[src/inc/oafd_params.svh]
// Numeric constants of the operand address field decoder.
`ifndef OAFD_PARAMS_SVH
`define OAFD_PARAMS_SVH
`define OAFD_FORM_NODISP 2'h0
`define OAFD_FORM_DISP8 2'h1
`define OAFD_FORM_DISP32 2'h2
`define OAFD_FORM_REG 2'h3
`define OAFD_RM_SIB 3'h4
`define OAFD_RM_FP 3'h5
`define OAFD_REG_SP 3'h4
`define OAFD_REG_FP 3'h5
`define OAFD_NO_INDEX 3'h4
`define OAFD_SCALE_X1 2'h0
`define OAFD_FORM_HI 7
`define OAFD_FORM_LO 6
`define OAFD_REG_HI 5
`define OAFD_REG_LO 3
`define OAFD_RM_HI 2
`define OAFD_RM_LO 0
`define OAFD_SIB_SS_HI 7
`define OAFD_SIB_SS_LO 6
`define OAFD_SIB_IDX_HI 5
`define OAFD_SIB_IDX_LO 3
`define OAFD_SIB_BASE_HI 2
`define OAFD_SIB_BASE_LO 0
`define OAFD_DLEN_NONE 3'h0
`define OAFD_DLEN_ONE 3'h1
`define OAFD_DLEN_FOUR 3'h4
`define OAFD_CC_O 3'h0
`define OAFD_CC_B 3'h1
`define OAFD_CC_Z 3'h2
`define OAFD_CC_BE 3'h3
`define OAFD_CC_S 3'h4
`define OAFD_CC_P 3'h5
`define OAFD_CC_L 3'h6
`define OAFD_CC_LE 3'h7
`define OAFD_CC_TEST_HI 3
`define OAFD_CC_TEST_LO 1
`define OAFD_CC_FLIP_BIT 0
`define OAFD_BYTE_MSB 7
`define OAFD_SIGN_FILL 24
`define OAFD_BYTE_REG_SEL 2
`define OAFD_WIDTH_BYTE 2'h0
`define OAFD_WIDTH_16 2'h1
`define OAFD_WIDTH_32 2'h2
`define OAFD_SCALE_ONE 4'h1
`endif

[src/inc/oafd_pkg.sv]
// Types shared by the operand address field decoder.
package oafd_pkg;
  typedef enum logic [1:0] {
    OAFD_SEG_DATA = 2'h1,
    OAFD_SEG_STACK = 2'h2
  } oafd_seg_t;

  typedef struct packed {
    logic [7:0] modrm;
    logic [7:0] sib;
    logic [31:0] disp;
    logic [31:0] imm;
    logic imm_is_8;
    logic dest_wide;
    logic op32;
    logic size_bit;
    logic target_pick_bit;
    logic extend_imm8;
    logic [3:0] cond_code;
  } oafd_in_t;

  typedef struct packed {
    logic [3:0] num;
    logic high_byte;
    logic [1:0] width;
  } oafd_reg_t;

  typedef struct packed {
    logic is_reg;
    logic sib_follows;
    logic [2:0] disp_len;
    logic base_valid;
    logic [2:0] base_reg;
    logic index_valid;
    logic [2:0] index_reg;
    logic [3:0] scale;
    logic [31:0] disp;
    logic ea_undefined;
    oafd_seg_t segment;
  } oafd_ea_t;

  typedef struct packed {
    logic of;
    logic cf;
    logic zf;
    logic sf;
    logic pf;
  } oafd_flags_t;
endpackage : oafd_pkg

[src/logic/oafd_cond_eval.sv]
// Condition code evaluator for conditional jumps and set-on-condition.
`timescale 1ns/10ps
`include "oafd_params.svh"
module oafd_cond_eval
  import oafd_pkg::*;
(
  // Condition and flags.
  input wire logic [3:0] cond_code_i,
  input wire oafd_flags_t flags_i,
  // Result.
  output logic taken_o
);
  logic [2:0] sel;
  logic flip_flag;
  logic less;
  logic raw;

  assign sel = cond_code_i[`OAFD_CC_TEST_HI:`OAFD_CC_TEST_LO];
  assign flip_flag = cond_code_i[`OAFD_CC_FLIP_BIT];
  assign less = flags_i.sf ^ flags_i.of;

  always_comb begin
    case (sel)
      `OAFD_CC_O: raw = flags_i.of;
      `OAFD_CC_B: raw = flags_i.cf;
      `OAFD_CC_Z: raw = flags_i.zf;
      `OAFD_CC_BE: raw = flags_i.cf | flags_i.zf;
      `OAFD_CC_S: raw = flags_i.sf;
      `OAFD_CC_P: raw = flags_i.pf;
      `OAFD_CC_L: raw = less;
      `OAFD_CC_LE: raw = less | flags_i.zf;
      default: raw = 1'b0;
    endcase
  end

  assign taken_o = raw ^ flip_flag;
endmodule : oafd_cond_eval

[src/logic/oafd_decoder.sv]
// Operand address field decoder, registered outputs.
// What this block does
// - Without scaled-index byte, rm picks base; form sets displacement; 100 means index byte.
// - 16-bit ops, form 11: low then high bytes, or 16-bit registers.
// - 32-bit ops: byte registers or 32-bit registers, 100 stack, 101 frame pointer.
// - With index byte: base plus scaled index plus displacement; base 101 form 00 is d32.
// - Index byte: stack pointer base, or frame pointer with displacement, uses stack segment.
// - Form from first byte; scale, index, base from index byte; scale 1,2,4,8.
// - Index code 100 adds no index; nonzero scale then gives undefined address.
// - Other index codes select 32-bit registers in standard order.
// - Direction bit 0: reg field source; 1: reg field destination.
// - Sign bit extends 8-bit immediate into wide destination; else unchanged.
// - Upper condition bits choose test; lowest bit negates it.
// - Codes 0000-0111: overflow, below, equal, below-or-equal, each with negation.
// - Codes 1000-1111: sign, parity, less, less-or-equal, each with negation.
`timescale 1ns/10ps
`include "oafd_params.svh"
module oafd_decoder
  import oafd_pkg::*;
(
  // Clock and reset.
  input wire logic clk_i,
  input wire logic sys_rst_i,
  // Opcode fields and flags from the fetch path.
  input wire oafd_in_t op_i,
  input wire oafd_flags_t flags_i,
  // Decoded results.
  output oafd_ea_t ea_o,
  output oafd_reg_t reg_field_o,
  output oafd_reg_t rm_reg_o,
  output logic reg_is_dest_o,
  output logic rm_is_dest_o,
  output logic [31:0] imm_o,
  output logic cond_taken_o
);
  function automatic oafd_reg_t reg_sel(input logic [2:0] code, input logic size_bit, input logic op32);
    oafd_reg_t r;
    r.num = {1'b0, code};
    r.high_byte = 1'b0;
    r.width = `OAFD_WIDTH_BYTE;
    if (!size_bit) begin
      r.num = {2'h0, code[`OAFD_BYTE_REG_SEL-1:0]};
      r.high_byte = code[`OAFD_BYTE_REG_SEL];
    end else begin
      r.width = op32 ? `OAFD_WIDTH_32 : `OAFD_WIDTH_16;
    end
    return r;
  endfunction : reg_sel

  logic [1:0] form;
  logic [2:0] reg_code;
  logic [2:0] rm_code;
  logic [1:0] ss;
  logic [2:0] idx;
  logic [2:0] base;
  logic has_sib;
  logic mem_op;
  logic disp_only;
  logic [2:0] eff_base;
  logic [2:0] disp_len;
  logic [31:0] disp_ext;
  logic stack_seg;
  logic [31:0] imm_ext;
  logic taken;
  oafd_ea_t ea_d;
  oafd_ea_t ea_q;
  oafd_reg_t reg_field_q;
  oafd_reg_t rm_reg_q;
  logic reg_is_dest_q;
  logic [31:0] imm_q;
  logic taken_q;

  assign form = op_i.modrm[`OAFD_FORM_HI:`OAFD_FORM_LO];
  assign reg_code = op_i.modrm[`OAFD_REG_HI:`OAFD_REG_LO];
  assign rm_code = op_i.modrm[`OAFD_RM_HI:`OAFD_RM_LO];
  assign ss = op_i.sib[`OAFD_SIB_SS_HI:`OAFD_SIB_SS_LO];
  assign idx = op_i.sib[`OAFD_SIB_IDX_HI:`OAFD_SIB_IDX_LO];
  assign base = op_i.sib[`OAFD_SIB_BASE_HI:`OAFD_SIB_BASE_LO];

  assign mem_op = (form != `OAFD_FORM_REG);
  assign has_sib = mem_op && (rm_code == `OAFD_RM_SIB);
  assign eff_base = has_sib ? base : rm_code;
  assign disp_only = (form == `OAFD_FORM_NODISP) && (eff_base == `OAFD_RM_FP);

  // Displacement length and sign-extended short displacement.
  assign disp_len = (form == `OAFD_FORM_DISP8) ? `OAFD_DLEN_ONE :
                    ((form == `OAFD_FORM_DISP32) || (mem_op && disp_only)) ? `OAFD_DLEN_FOUR :
                    `OAFD_DLEN_NONE;
  assign disp_ext = (form == `OAFD_FORM_DISP8) ?
                    {{`OAFD_SIGN_FILL{op_i.disp[`OAFD_BYTE_MSB]}}, op_i.disp[`OAFD_BYTE_MSB:0]} :
                    (disp_len == `OAFD_DLEN_FOUR) ? op_i.disp : 32'h0;

  // Stack segment selection.
  assign stack_seg = has_sib ?
    ((base == `OAFD_REG_SP) || ((base == `OAFD_REG_FP) && (form != `OAFD_FORM_NODISP))) :
    ((rm_code == `OAFD_RM_FP) && (form != `OAFD_FORM_NODISP));

  always_comb begin
    ea_d.is_reg = !mem_op;
    ea_d.sib_follows = has_sib;
    ea_d.disp_len = mem_op ? disp_len : `OAFD_DLEN_NONE;
    ea_d.base_valid = mem_op && !disp_only;
    ea_d.base_reg = eff_base;
    ea_d.index_valid = has_sib && (idx != `OAFD_NO_INDEX);
    ea_d.index_reg = idx;
    ea_d.scale = `OAFD_SCALE_ONE << ss;
    ea_d.disp = mem_op ? disp_ext : 32'h0;
    ea_d.ea_undefined = has_sib && (idx == `OAFD_NO_INDEX) && (ss != `OAFD_SCALE_X1);
    ea_d.segment = stack_seg ? OAFD_SEG_STACK : OAFD_SEG_DATA;
  end

  // Immediate sign extension.
  assign imm_ext = (op_i.extend_imm8 && op_i.imm_is_8 && op_i.dest_wide) ?
                   {{`OAFD_SIGN_FILL{op_i.imm[`OAFD_BYTE_MSB]}}, op_i.imm[`OAFD_BYTE_MSB:0]} : op_i.imm;

  oafd_cond_eval u_cond (
    .cond_code_i(op_i.cond_code),
    .flags_i(flags_i),
    .taken_o(taken)
  );

  always_ff @(posedge clk_i or posedge sys_rst_i) begin
    if (sys_rst_i) begin
      ea_q <= '0;
      reg_field_q <= '0;
      rm_reg_q <= '0;
      reg_is_dest_q <= 1'b0;
      imm_q <= 32'h0;
      taken_q <= 1'b0;
    end else begin
      ea_q <= ea_d;
      reg_field_q <= reg_sel(reg_code, op_i.size_bit, op_i.op32);
      rm_reg_q <= reg_sel(rm_code, op_i.size_bit, op_i.op32);
      reg_is_dest_q <= op_i.target_pick_bit;
      imm_q <= imm_ext;
      taken_q <= taken;
    end
  end

  assign ea_o = ea_q;
  assign reg_field_o = reg_field_q;
  assign rm_reg_o = rm_reg_q;
  assign reg_is_dest_o = reg_is_dest_q;
  assign rm_is_dest_o = !reg_is_dest_q;
  assign imm_o = imm_q;
  assign cond_taken_o = taken_q;
endmodule : oafd_decoder

[config.mk]
export PLATFORM = sky130hd
export DESIGN_NAME = oafd_decoder
export DESIGN_NICKNAME = d
export VERILOG_FILES = /design/src/inc/oafd_pkg.sv /design/src/logic/oafd_cond_eval.sv /design/src/logic/oafd_decoder.sv
export VERILOG_INCLUDE_DIRS = /design/src /design/src/inc
export SDC_FILE = /design/constraint.sdc
export NUM_CORES = 1
export LEC_CHECK = 0
export BUFFER_PORTS_ARGS = -buffer_cell sky130_fd_sc_hd__buf_2
export CORE_MARGIN = 2
export CORE_UTILIZATION = 46
export DETAILED_ROUTE_END_ITERATION = 7
export GPL_ROUTABILITY_DRIVEN = 0
export PLACE_DENSITY = 0.91
export SYNTH_ARGS = -nofsm -noshare
export SYNTH_HDL_FRONTEND = slang
export SYNTH_SLANG_ARGS = --single-unit
[constraint.sdc]
create_clock -name clk_i -period 4.6 [get_ports clk_i]
set_input_delay 0.69 -clock clk_i [delete_from_list [all_inputs] [get_ports clk_i]]
set_output_delay 0.69 -clock clk_i [all_outputs]
set_load 0.02 [all_outputs]
==> impl_metrics.py, run 1 <==
metrics = {
    "status": {
        "status": "complete, no violations",
    },
    "sta": {
        "hold_violations": 0,
        "worst_slack_ns": 2.49,
        "slew_headroom": 0.404,
        "slew_violations": 0,
        "max_freq_ghz": 0.473,
        "fin_tns_setup_ns": 0,
        "worst_slew_pin_slew_ns": 0.892,
        "setup_viol": 0,
        "period_share": 0.459,
        "rsz0062_at_grt": "no",
        "period_minus_slack_ns": 2.11,
    },
    "worst_setup_path": {
        "worstPathArrival_ns": 2.29,
        "cp_max_fo": 29,
        "slowest_stage": "a21oi_4",
        "worstPathCellList": "buf_2, nand2_2, a31o_4, a21oi_4, o21ai_0",
        "crit_path_end_kind": "register",
        "cpPeakStageDelay_ns": 0.50,
        "worstSetupStartpointType": "primary input",
        "worst-setup-path-type": "primary input to register",
        "required_ns": 4.78,
    },
    "floorplanning": {
        "coreArea_sq_um": 6870,
        "die_w_microns": 88.9,
        "die_area_sq_um": 7900,
        "row_count": 30,
        "initial_utilization": 0.482,
        "die_h_microns": 88.9,
        "ios": 198,
    },
    "synth": {
        "syn_inst": 275,
        "ys_async_sr_fraction": 1.00,
        "synth_warnings": 0,
        "synth_flop_cell": "dfrtp_1",
        "ys_ff_latch": 95,
        "syn-cell-area_sq_um": 3310,
        "synth-edff-count": 0,
        "seq_area_frac_synth": 0.718,
        "synth.distinct_cells": 32,
        "syn_area_per_cell_sq_um": 12.0,
    },
    "routing": {
        "wl_microns": 7820,
        "dr.pass1.iters": 4,
        "wl_met3_microns": 773,
        "drt-initial-drc-count": 103,
        "wl_met2_microns": 4140,
        "wl_per_cell_microns": 13.8,
        "postRouteAntennaNets": 0,
        "wl_met1_microns": 2790,
        "via_count": 2622,
        "drc_errors": 0,
        "top_layer_used": "met4",
        "drt-vias-per-instance": 4.62,
    },
    "flow_run": {
        "cap_violations": 0,
    },
    "pwr": {
        "powerDensity_nw_per_um2": 371,
        "ir_worst_vdd_mv": 0.187,
        "power.leakage_nw": 2.55,
    },
    "global_route": {
        "grt_pass1_wl_microns": 11700,
        "grt_pass1_vias": 2544,
        "grt_max_degree": 52,
        "grt_use_total": 0.199,
        "antenna_found_initial": 1,
        "grt-ovfl-total": 0,
    },
    "layout": {
        "register_area_sq_um": 2380,
        "multi_input_area_sq_um": 822,
        "final_nets": 563,
        "n_fill_cell": 577,
        "drive_gt1_frac": 0.463,
        "synthToLayoutAreaGrowth_pct": 36.2,
    },
    "clocking": {
        "htreeDepth": 3,
        "cts_buffer_depth": 2,
        "cts_tree": "done",
        "post-cts-setup-buffers": 0,
        "cts.root.buffer_cell": "clkbuf_8",
        "cts_made_buffers": 9,
        "cts_sinks": 95,
        "ctsResizeCount": 0,
        "cts.hold.buffers_added": 0,
        "path_clk_slew_ns": 0.09,
    },
    "placed_design": {
        "io_buffers": 194,
        "hpwlAfterDp_microns": 6040,
        "post-place-ws_ns": 2.10,
    },
    "min_path": {
        "holdCritPathClass": "primary input to asynchronous set/reset pin",
    },
}
## flip-flops by register name, indices dropped and copies added (netlist names)
name           count
imm_o             32
rm_reg_o           6
reg_is_dest_o      1
reg_field_o        4
ea_o              51
cond_taken_o       1
## synth_stat cells, types with 2 or more instances
cell      number  area, sq um
buf_6          2         22.5
nand2_1       59          221
o21ai_0        4         20.0
nand2b_1      26          163
and2_1         4         25.0
dfrtp_1       95         2380
xor2_1         2         17.5
o21ai_1       20          100
a21o_1         2         15.0
a221oi_1       2         17.5
nor2_1        14         52.6
clkbuf_1       9         33.8
buf_4          5         37.5
inv_1          6         22.5
nor2b_1        8         50.1
## metal layers
| metal | vias up | track usage |
|---|---|---|
| met5 | - | 0 |
| met3 | 12 | 0.0718 |
| li1 | 1246 | - |
| met1 | 1239 | 0.220 |
| met2 | 125 | 0.352 |
| met4 | 0 | 0.0744 |
## layout make-up
| type | count | share of cell area |
|---|---|---|
| flip-flops and latches | 95 | 0.527 |
| repair buffers | 195 | 0.217 |
| multi-input cells | 159 | 0.182 |
| clock buffers | 10 | 0.0305 |
| well taps | 96 | 0.0266 |
| clock inverters | 6 | 0.0108 |
| inverters | 6 | 0.00555 |
| diodes | 1 | 0.000555 |
## power by group
| group | switching [mW] | internal, mW | total [mW] | leakage (nW) |
|---|---|---|---|---|
| logic | 0.171 | 0.0952 | 0.267 | 1.30 |
| registers | 0.0130 | 0.887 | 0.900 | 1.17 |
| clock network | 0.288 | 0.217 | 0.505 | 0.0859 |
| total | 0.473 | 1.20 | 1.67 | 2.55 |
## kinds of logic (layout without fill, tap and decap cells)
group / count (synthesis) / in the layout / synth area share
AND/OR/NAND/NOR: 116 / 116 / 0.163
buffers and inverters: 23 / 217 / 0.0366
other: 1 / 4 / 0.00113
AO/OA/AOI/OAI: 37 / 37 / 0.0729
flip-flops: 95 / 95 / 0.718
XOR/XNOR: 2 / 2 / 0.00529
multiplexers: 1 / 1 / 0.00340
## critical path: cells and delay by family
| family | cells | cell delay [ns] |
|---|---|---|
| AO/OA/AOI/OAI | 3 | 1.01 |
| buffers and inverters | 1 | 0.32 |
| AND/OR/NAND/NOR | 1 | 0.26 |
## stage by stage
stage	hold WS (ns)	utilization	cells	cell area, sq um	power (mW)
final	0.380	0.657	568	4510	1.67
after global routing	0.413	0.657	568	4510	1.75
after CTS	0.386	0.656	567	4510	1.69
after detailed placement	0.780	0.629	551	4320	1.19
after global placement	0.758	0.629	551	4320	1.18
after floorplan	0.721	-	277	3320	1.07
## cells in the final DEF, fill, tap and decap left out, types with 5 or more instances in the layout
| cell | Yosys | routed |
|---|---|---|
| buf_2 | 1 | 194 |
| clkbuf_8 | 0 | 10 |
| dfrtp_1 | 95 | 95 |
| inv_1 | 6 | 5 |
| nand2_1 | 59 | 59 |
| nand2b_1 | 26 | 26 |
| nor2_1 | 14 | 14 |
| nor2b_1 | 8 | 8 |
| o21ai_1 | 20 | 20 |
## worst max-delay path by stage
stage                     startpoint                     end  slack, ns  cells after the start
after global placement      op_i[88]      ea_o[11]$_DFF_PP0_       2.24                      5
after global routing        op_i[88]      ea_o[11]$_DFF_PP0_       2.35                      5
after floorplan            sys_rst_i  cond_taken_o$_DFF_PP0_       1.43                      1
after detailed placement    op_i[88]      ea_o[12]$_DFF_PP0_       2.10                      5
after CTS                   op_i[88]      ea_o[11]$_DFF_PP0_       2.48                      5
final                       op_i[88]      ea_o[11]$_DFF_PP0_       2.49                      5
Power figures use the tool's default switching activity.
==> run 2: changes to the inputs <==
--- a/config.mk
+++ b/config.mk
@@ -8,10 +8,10 @@
 export LEC_CHECK = 0
 export BUFFER_PORTS_ARGS = -buffer_cell sky130_fd_sc_hd__buf_2
 export CORE_MARGIN = 2
-export CORE_UTILIZATION = 46
+export CORE_UTILIZATION = 43
 export DETAILED_ROUTE_END_ITERATION = 7
 export GPL_ROUTABILITY_DRIVEN = 0
-export PLACE_DENSITY = 0.91
+export PLACE_DENSITY = 0.87
 export SYNTH_ARGS = -nofsm -noshare
 export SYNTH_HDL_FRONTEND = slang
 export SYNTH_SLANG_ARGS = --single-unit
==> constraint.sdc (replaced) <==
create_clock -name clk_i -period 2 [get_ports clk_i]
set_input_delay 0.3 -clock clk_i [delete_from_list [all_inputs] [get_ports clk_i]]
set_output_delay 0.3 -clock clk_i [all_outputs]
set_load 0.02 [all_outputs]
==> run 2 against run 1 <==
Clock-buffer cell count unchanged. Sequential share of layout area decreased by 1.5 points. Design area increased by 2.9%. Via count decreased by 0.84%. Critical path type unchanged. Critical endpoint unchanged. Largest cell class unchanged. Largest power group unchanged.
==> impl_metrics.py, run 2 (synthesis gave the netlist of run 1 again) <==
metrics = {
    "status": {
        "status": "complete, no violations",
    },
    "sta": {
        "period_share": 0.643,
        "period_minus_slack_ns": 1.29,
        "worst_slew_pin_slew_ns": 0.917,
        "fin_tns_setup_ns": 0,
        "slew_violations": 0,
        "rsz0062_at_grt": "no",
        "hold-worst-slack_ns": 0.0384,
        "hold_violations": 0,
        "slew_headroom": 0.387,
        "setup_viol": 0,
        "max_freq_ghz": 0.778,
    },
    "worst_setup_path": {
        "worstPathArrival_ns": 1.47,
        "worstSetupStartpointType": "primary input",
        "cp-startpoint": "op_i[89]",
        "slowest_stage": "a31o_4",
        "cpPeakStageDelay_ns": 0.30,
        "crit_path_end_kind": "register",
        "required_ns": 2.18,
        "worst-setup-path-type": "primary input to register",
        "worstPathCellList": "buf_2, nand2_2, a31o_4, a21oi_4, buf_4, o21ai_0",
        "crit_end": "ea_o[11]$_DFF_PP0_",
        "cp_max_fo": 25,
    },
    "layout": {
        "post-route-util": 0.611,
        "multi_input_area_sq_um": 822,
        "final_cells": 576,
        "n_fill_cell": 638,
        "layout.cells.most_common": "buf_2",
        "antenna_cells": 0,
        "final_cell_mix": "194 x buf_2, 95 x dfrtp_1, 59 x nand2_1, 26 x nand2b_1, 20 x o21ai_1",
        "drive_gt1_frac": 0.464,
        "final_nets": 566,
        "synthToLayoutAreaGrowth_pct": 40.2,
        "largest_reg_flops": 51,
        "register_area_sq_um": 2380,
    },
    "flow_run": {
        "cap_violations": 0,
    },
    "clocking": {
        "htreeDepth": 3,
        "post-cts-setup-buffers": 0,
        "cts_tree": "done",
        "ctsResizeCount": 0,
        "cts_made_buffers": 9,
        "cts.root.buffer_cell": "clkbuf_8",
        "cts_buffer_depth": 2,
        "path_clk_slew_ns": 0.10,
        "cts_sinks": 95,
        "cts.hold.buffers_added": 0,
    },
    "floorplanning": {
        "die_h_microns": 91.8,
        "ios": 198,
        "row_count": 32,
        "coreArea_sq_um": 7610,
        "die_area_sq_um": 8420,
        "die_w_microns": 91.8,
        "initial_utilization": 0.436,
    },
    "routing": {
        "wl_per_cell_microns": 13.8,
        "drt-initial-drc-count": 79,
        "dr.pass1.iters": 4,
        "postRouteAntennaNets": 0,
        "drc_errors": 0,
        "drt-vias-per-instance": 4.51,
        "via_count": 2600,
        "wl_microns": 7960,
    },
    "global_route": {
        "grt_pass1_wl_microns": 12600,
        "antenna_found_initial": 0,
        "grt-ovfl-total": 0,
        "grt_pass1_vias": 2700,
        "grt_max_degree": 42,
        "grt_use_total": 0.195,
    },
    "placed_design": {
        "hpwlAfterDp_microns": 6160,
        "numPlacedInstances": 560,
        "io_buffers": 194,
    },
    "pwr": {
        "power_mw": 4.31,
        "powerDensity_nw_per_um2": 928,
        "power.leakage_nw": 2.61,
        "ir_worst_vdd_mv": 0.491,
    },
    "min_path": {
        "holdCritPathClass": "primary input to asynchronous set/reset pin",
    },
}
==> run 2: routing by layer <==
layer | global-route usage | wire (microns) | vias to the layer above
met3 | 0.0567 | 579 | 13
li1 | - | - | 1245
met4 | 0.0858 | 141 | 0
met5 | 0 | 0 | -
met1 | 0.219 | 3020 | 1214
met2 | 0.343 | 4220 | 128
==> run 2: worst max-delay path, delay by kind of cell <==
family / cells / cell delay [ns]
AOI/OAI and AO/OA: 3 / 0.57
buffers and inverters: 2 / 0.41
and+or+nand+nor: 1 / 0.17
==> run 2: layout make-up <==
type	count	share of cell area
sequential	95	0.512
timing repair buffer	198	0.221
multi-input combinational	159	0.177
clock inverter	6	0.0296
clock buffer	10	0.0275
tap	102	0.0275
inverter	6	0.00566
==> run 2: worst min-delay path by stage <==
stage / from / end / slack (ns)
final: sys_rst_i / imm_o[1]$_DFF_PP0_ / 0.04
after detailed placement: op_i[10] / imm_o[0]$_DFF_PP0_ / 0.41
after global placement: op_i[14] / imm_o[4]$_DFF_PP0_ / 0.41
after floorplan: op_i[77] / ea_o[39]$_DFF_PP0_ / 0.33
after global routing: op_i[11] / imm_o[1]$_DFF_PP0_ / 0.03
after CTS: op_i[11] / imm_o[1]$_DFF_PP0_ / 0.03
==> run 2: power breakdown <==
part           total, mW  switching, mW  internal, mW  leakage (nW)
clock               1.62          0.650         0.967         0.131
combinational      0.622          0.394         0.228          1.31
sequential          2.07         0.0323          2.04          1.17
total               4.31           1.08          3.24          2.61
==> run 2: per-stage QoR <==
| step | setup slack, ns | cell area [sq um] |
|---|---|---|
| after global routing | 0.629 | 4640 |
| after floorplan | 0.580 | 3320 |
| after detailed placement | 0.342 | 4380 |
| after CTS | 0.713 | 4640 |
| final | 0.715 | 4640 |
| after global placement | 0.392 | 4380 |
==> run 3: changes to the inputs <==
==> constraint.sdc (replaced) <==
create_clock -name clk_i -period 1.3 [get_ports clk_i]
set_input_delay 0.195 -clock clk_i [delete_from_list [all_inputs] [get_ports clk_i]]
set_output_delay 0.195 -clock clk_i [all_outputs]
set_load 0.02 [all_outputs]
==> run 3 against run 2 <==
Flip-flop and latch count unchanged. Sequential share of layout area decreased by 2.3 points. Non-clock buffer count increased by 25. Design area increased by 4.7%. First-iteration DRC count decreased by 41%. Sequential power increased by 54%. Largest power group unchanged. Worst hold slack got worse by 0.021 ns. Routed wire length increased by 3.0%. Global-route usage increased by 0.51 points.
==> impl_metrics.py, run 3 (synthesis gave the netlist of run 1 again) <==
metrics = {
    "status": {
        "status": "complete, no violations",
    },
    "clocking": {
        "ctsResizeCount": 0,
        "post-cts-setup-buffers": 0,
        "path_clk_slew_ns": 0.10,
        "cts.root.buffer_cell": "clkbuf_8",
        "cts_sinks": 95,
        "cts_buffer_depth": 2,
        "cts_made_buffers": 9,
        "htreeDepth": 3,
        "cts_tree": "done",
        "cts.hold.buffers_added": 17,
    },
    "global_route": {
        "grt_pass1_vias": 2797,
        "grt_max_degree": 48,
        "grt_use_total": 0.200,
        "grt-ovfl-total": 0,
        "antenna_found_initial": 0,
        "grt_pass1_wl_microns": 13200,
    },
    "pwr": {
        "clkPwrFrac": 0.336,
        "ir_worst_vdd_mv": 0.670,
        "p_sw_mw": 1.66,
        "power_mw": 6.35,
        "p_sw_frac": 0.261,
        "comb_power_share": 0.162,
        "power.leakage_nw": 2.72,
        "sequentialPowerShare": 0.502,
        "powerDensity_nw_per_um2": 1310,
        "internal_power_mw": 4.69,
    },
    "routing": {
        "drt-vias-per-instance": 4.53,
        "dr.pass1.iters": 4,
        "wl_per_cell_microns": 13.6,
        "drc_errors": 0,
        "wl_met3_microns": 653,
        "top_layer_used": "met4",
        "wl_microns": 8200,
        "drt-initial-drc-count": 47,
        "wl_met1_microns": 3010,
        "via_count": 2724,
        "wl_met2_microns": 4370,
        "postRouteAntennaNets": 0,
    },
    "floorplanning": {
        "ios": 198,
        "coreArea_sq_um": 7610,
        "die_h_microns": 91.8,
        "row_count": 32,
        "initial_utilization": 0.436,
        "die_area_sq_um": 8420,
        "die_w_microns": 91.8,
    },
    "placed_design": {
        "postPlaceCellArea_sq_um": 4460,
        "io_buffers": 194,
        "hpwlAfterDp_microns": 6100,
    },
    "sta": {
        "setup_viol": 0,
        "slew_violations": 0,
        "hold_violations": 0,
        "fin_tns_setup_ns": 0,
        "max_freq_ghz": 0.900,
        "period_share": 0.855,
        "period_minus_slack_ns": 1.11,
        "rsz0062_at_grt": "no",
    },
    "worst_setup_path": {
        "cp-startpoint": "reg_is_dest_o$_DFF_PP0_",
        "crit_path_end_kind": "output pin",
        "worstPathCellList": "inv_1, buf_2",
        "crit_family": "flip-flops",
        "worst-setup-path-type": "register to output pin",
        "worstSetupStartpointType": "register",
        "worstPathArrival_ns": 0.92,
        "required_ns": 1.11,
        "slowest_stage": "dfrtp_1",
        "cpPeakStageDelay_ns": 0.38,
        "path_buf_inv": 2,
        "cp_max_fo": 2,
    },
    "layout": {
        "drive_gt1_frac": 0.459,
        "final_cell_mix": "194 x buf_2, 95 x dfrtp_1, 59 x nand2_1, 26 x nand2b_1, 20 x o21ai_1",
        "largest_reg_flops": 51,
        "final_nets": 591,
        "stdcell_area_sq_um": 4860,
        "layout.cells.most_common": "buf_2",
        "antenna_cells": 0,
        "synthToLayoutAreaGrowth_pct": 46.8,
        "n_fill_cell": 614,
    },
    "min_path": {
        "holdCritPathClass": "primary input to register",
        "hold_start": "op_i[0]",
        "holdPathEnd": "cond_taken_o$_DFF_PP0_",
        "holdPathStages": 2,
    },
    "flow_run": {
        "cap_violations": 0,
    },
}
run 3: power by group through the flow:
stage	Sequential, mW	Clock, mW	Combinational [mW]
floorplan	3.51	0	0.283
global placement	3.24	0	0.970
detailed placement	3.25	0	1.00
CTS	3.19	2.19	1.04
global route	3.21	2.33	1.13
finish	3.19	2.13	1.03
run 3: worst max-delay path by stage:
stage,end,cells past startpoint
final,rm_is_dest_o,2
after global routing,rm_is_dest_o,2
after CTS,rm_is_dest_o,2
after detailed placement,ea_o[3]$_DFF_PP0_,5
after global placement,ea_o[4]$_DFF_PP0_,5
after floorplan,cond_taken_o$_DFF_PP0_,1
run 3: area by class of cell:
cell class	count	area (sq um)	area share
clock buffer	10	138	0.0283
tap	102	128	0.0262
clock inverter	6	90.1	0.0185
inverter	6	26.3	0.00540
sequential	95	2380	0.489
timing repair buffer	223	1280	0.264
multi-input combinational	159	822	0.169
run 3: metrics by stage:
| stage | setup slack (ns) | hold WS (ns) | util | std cells |
|---|---|---|---|---|
| finish | 0.189 | 0.0179 | 0.639 | 601 |
| CTS | 0.168 | 0.00219 | 0.639 | 601 |
| global placement | 0.0164 | 0.180 | 0.587 | 568 |
| global route | 0.146 | 0.00535 | 0.639 | 601 |
| detailed placement | -0.0152 | 0.187 | 0.587 | 568 |
| floorplan | -0.0147 | 0.226 | - | 277 |
run 3: layer usage:
layer / global-route usage / up-vias
met2: 0.357 / 123
li1: - / 1294
met4: 0.0697 / 0
met5: 0 / -
met1: 0.218 / 1291
met3: 0.0740 / 16
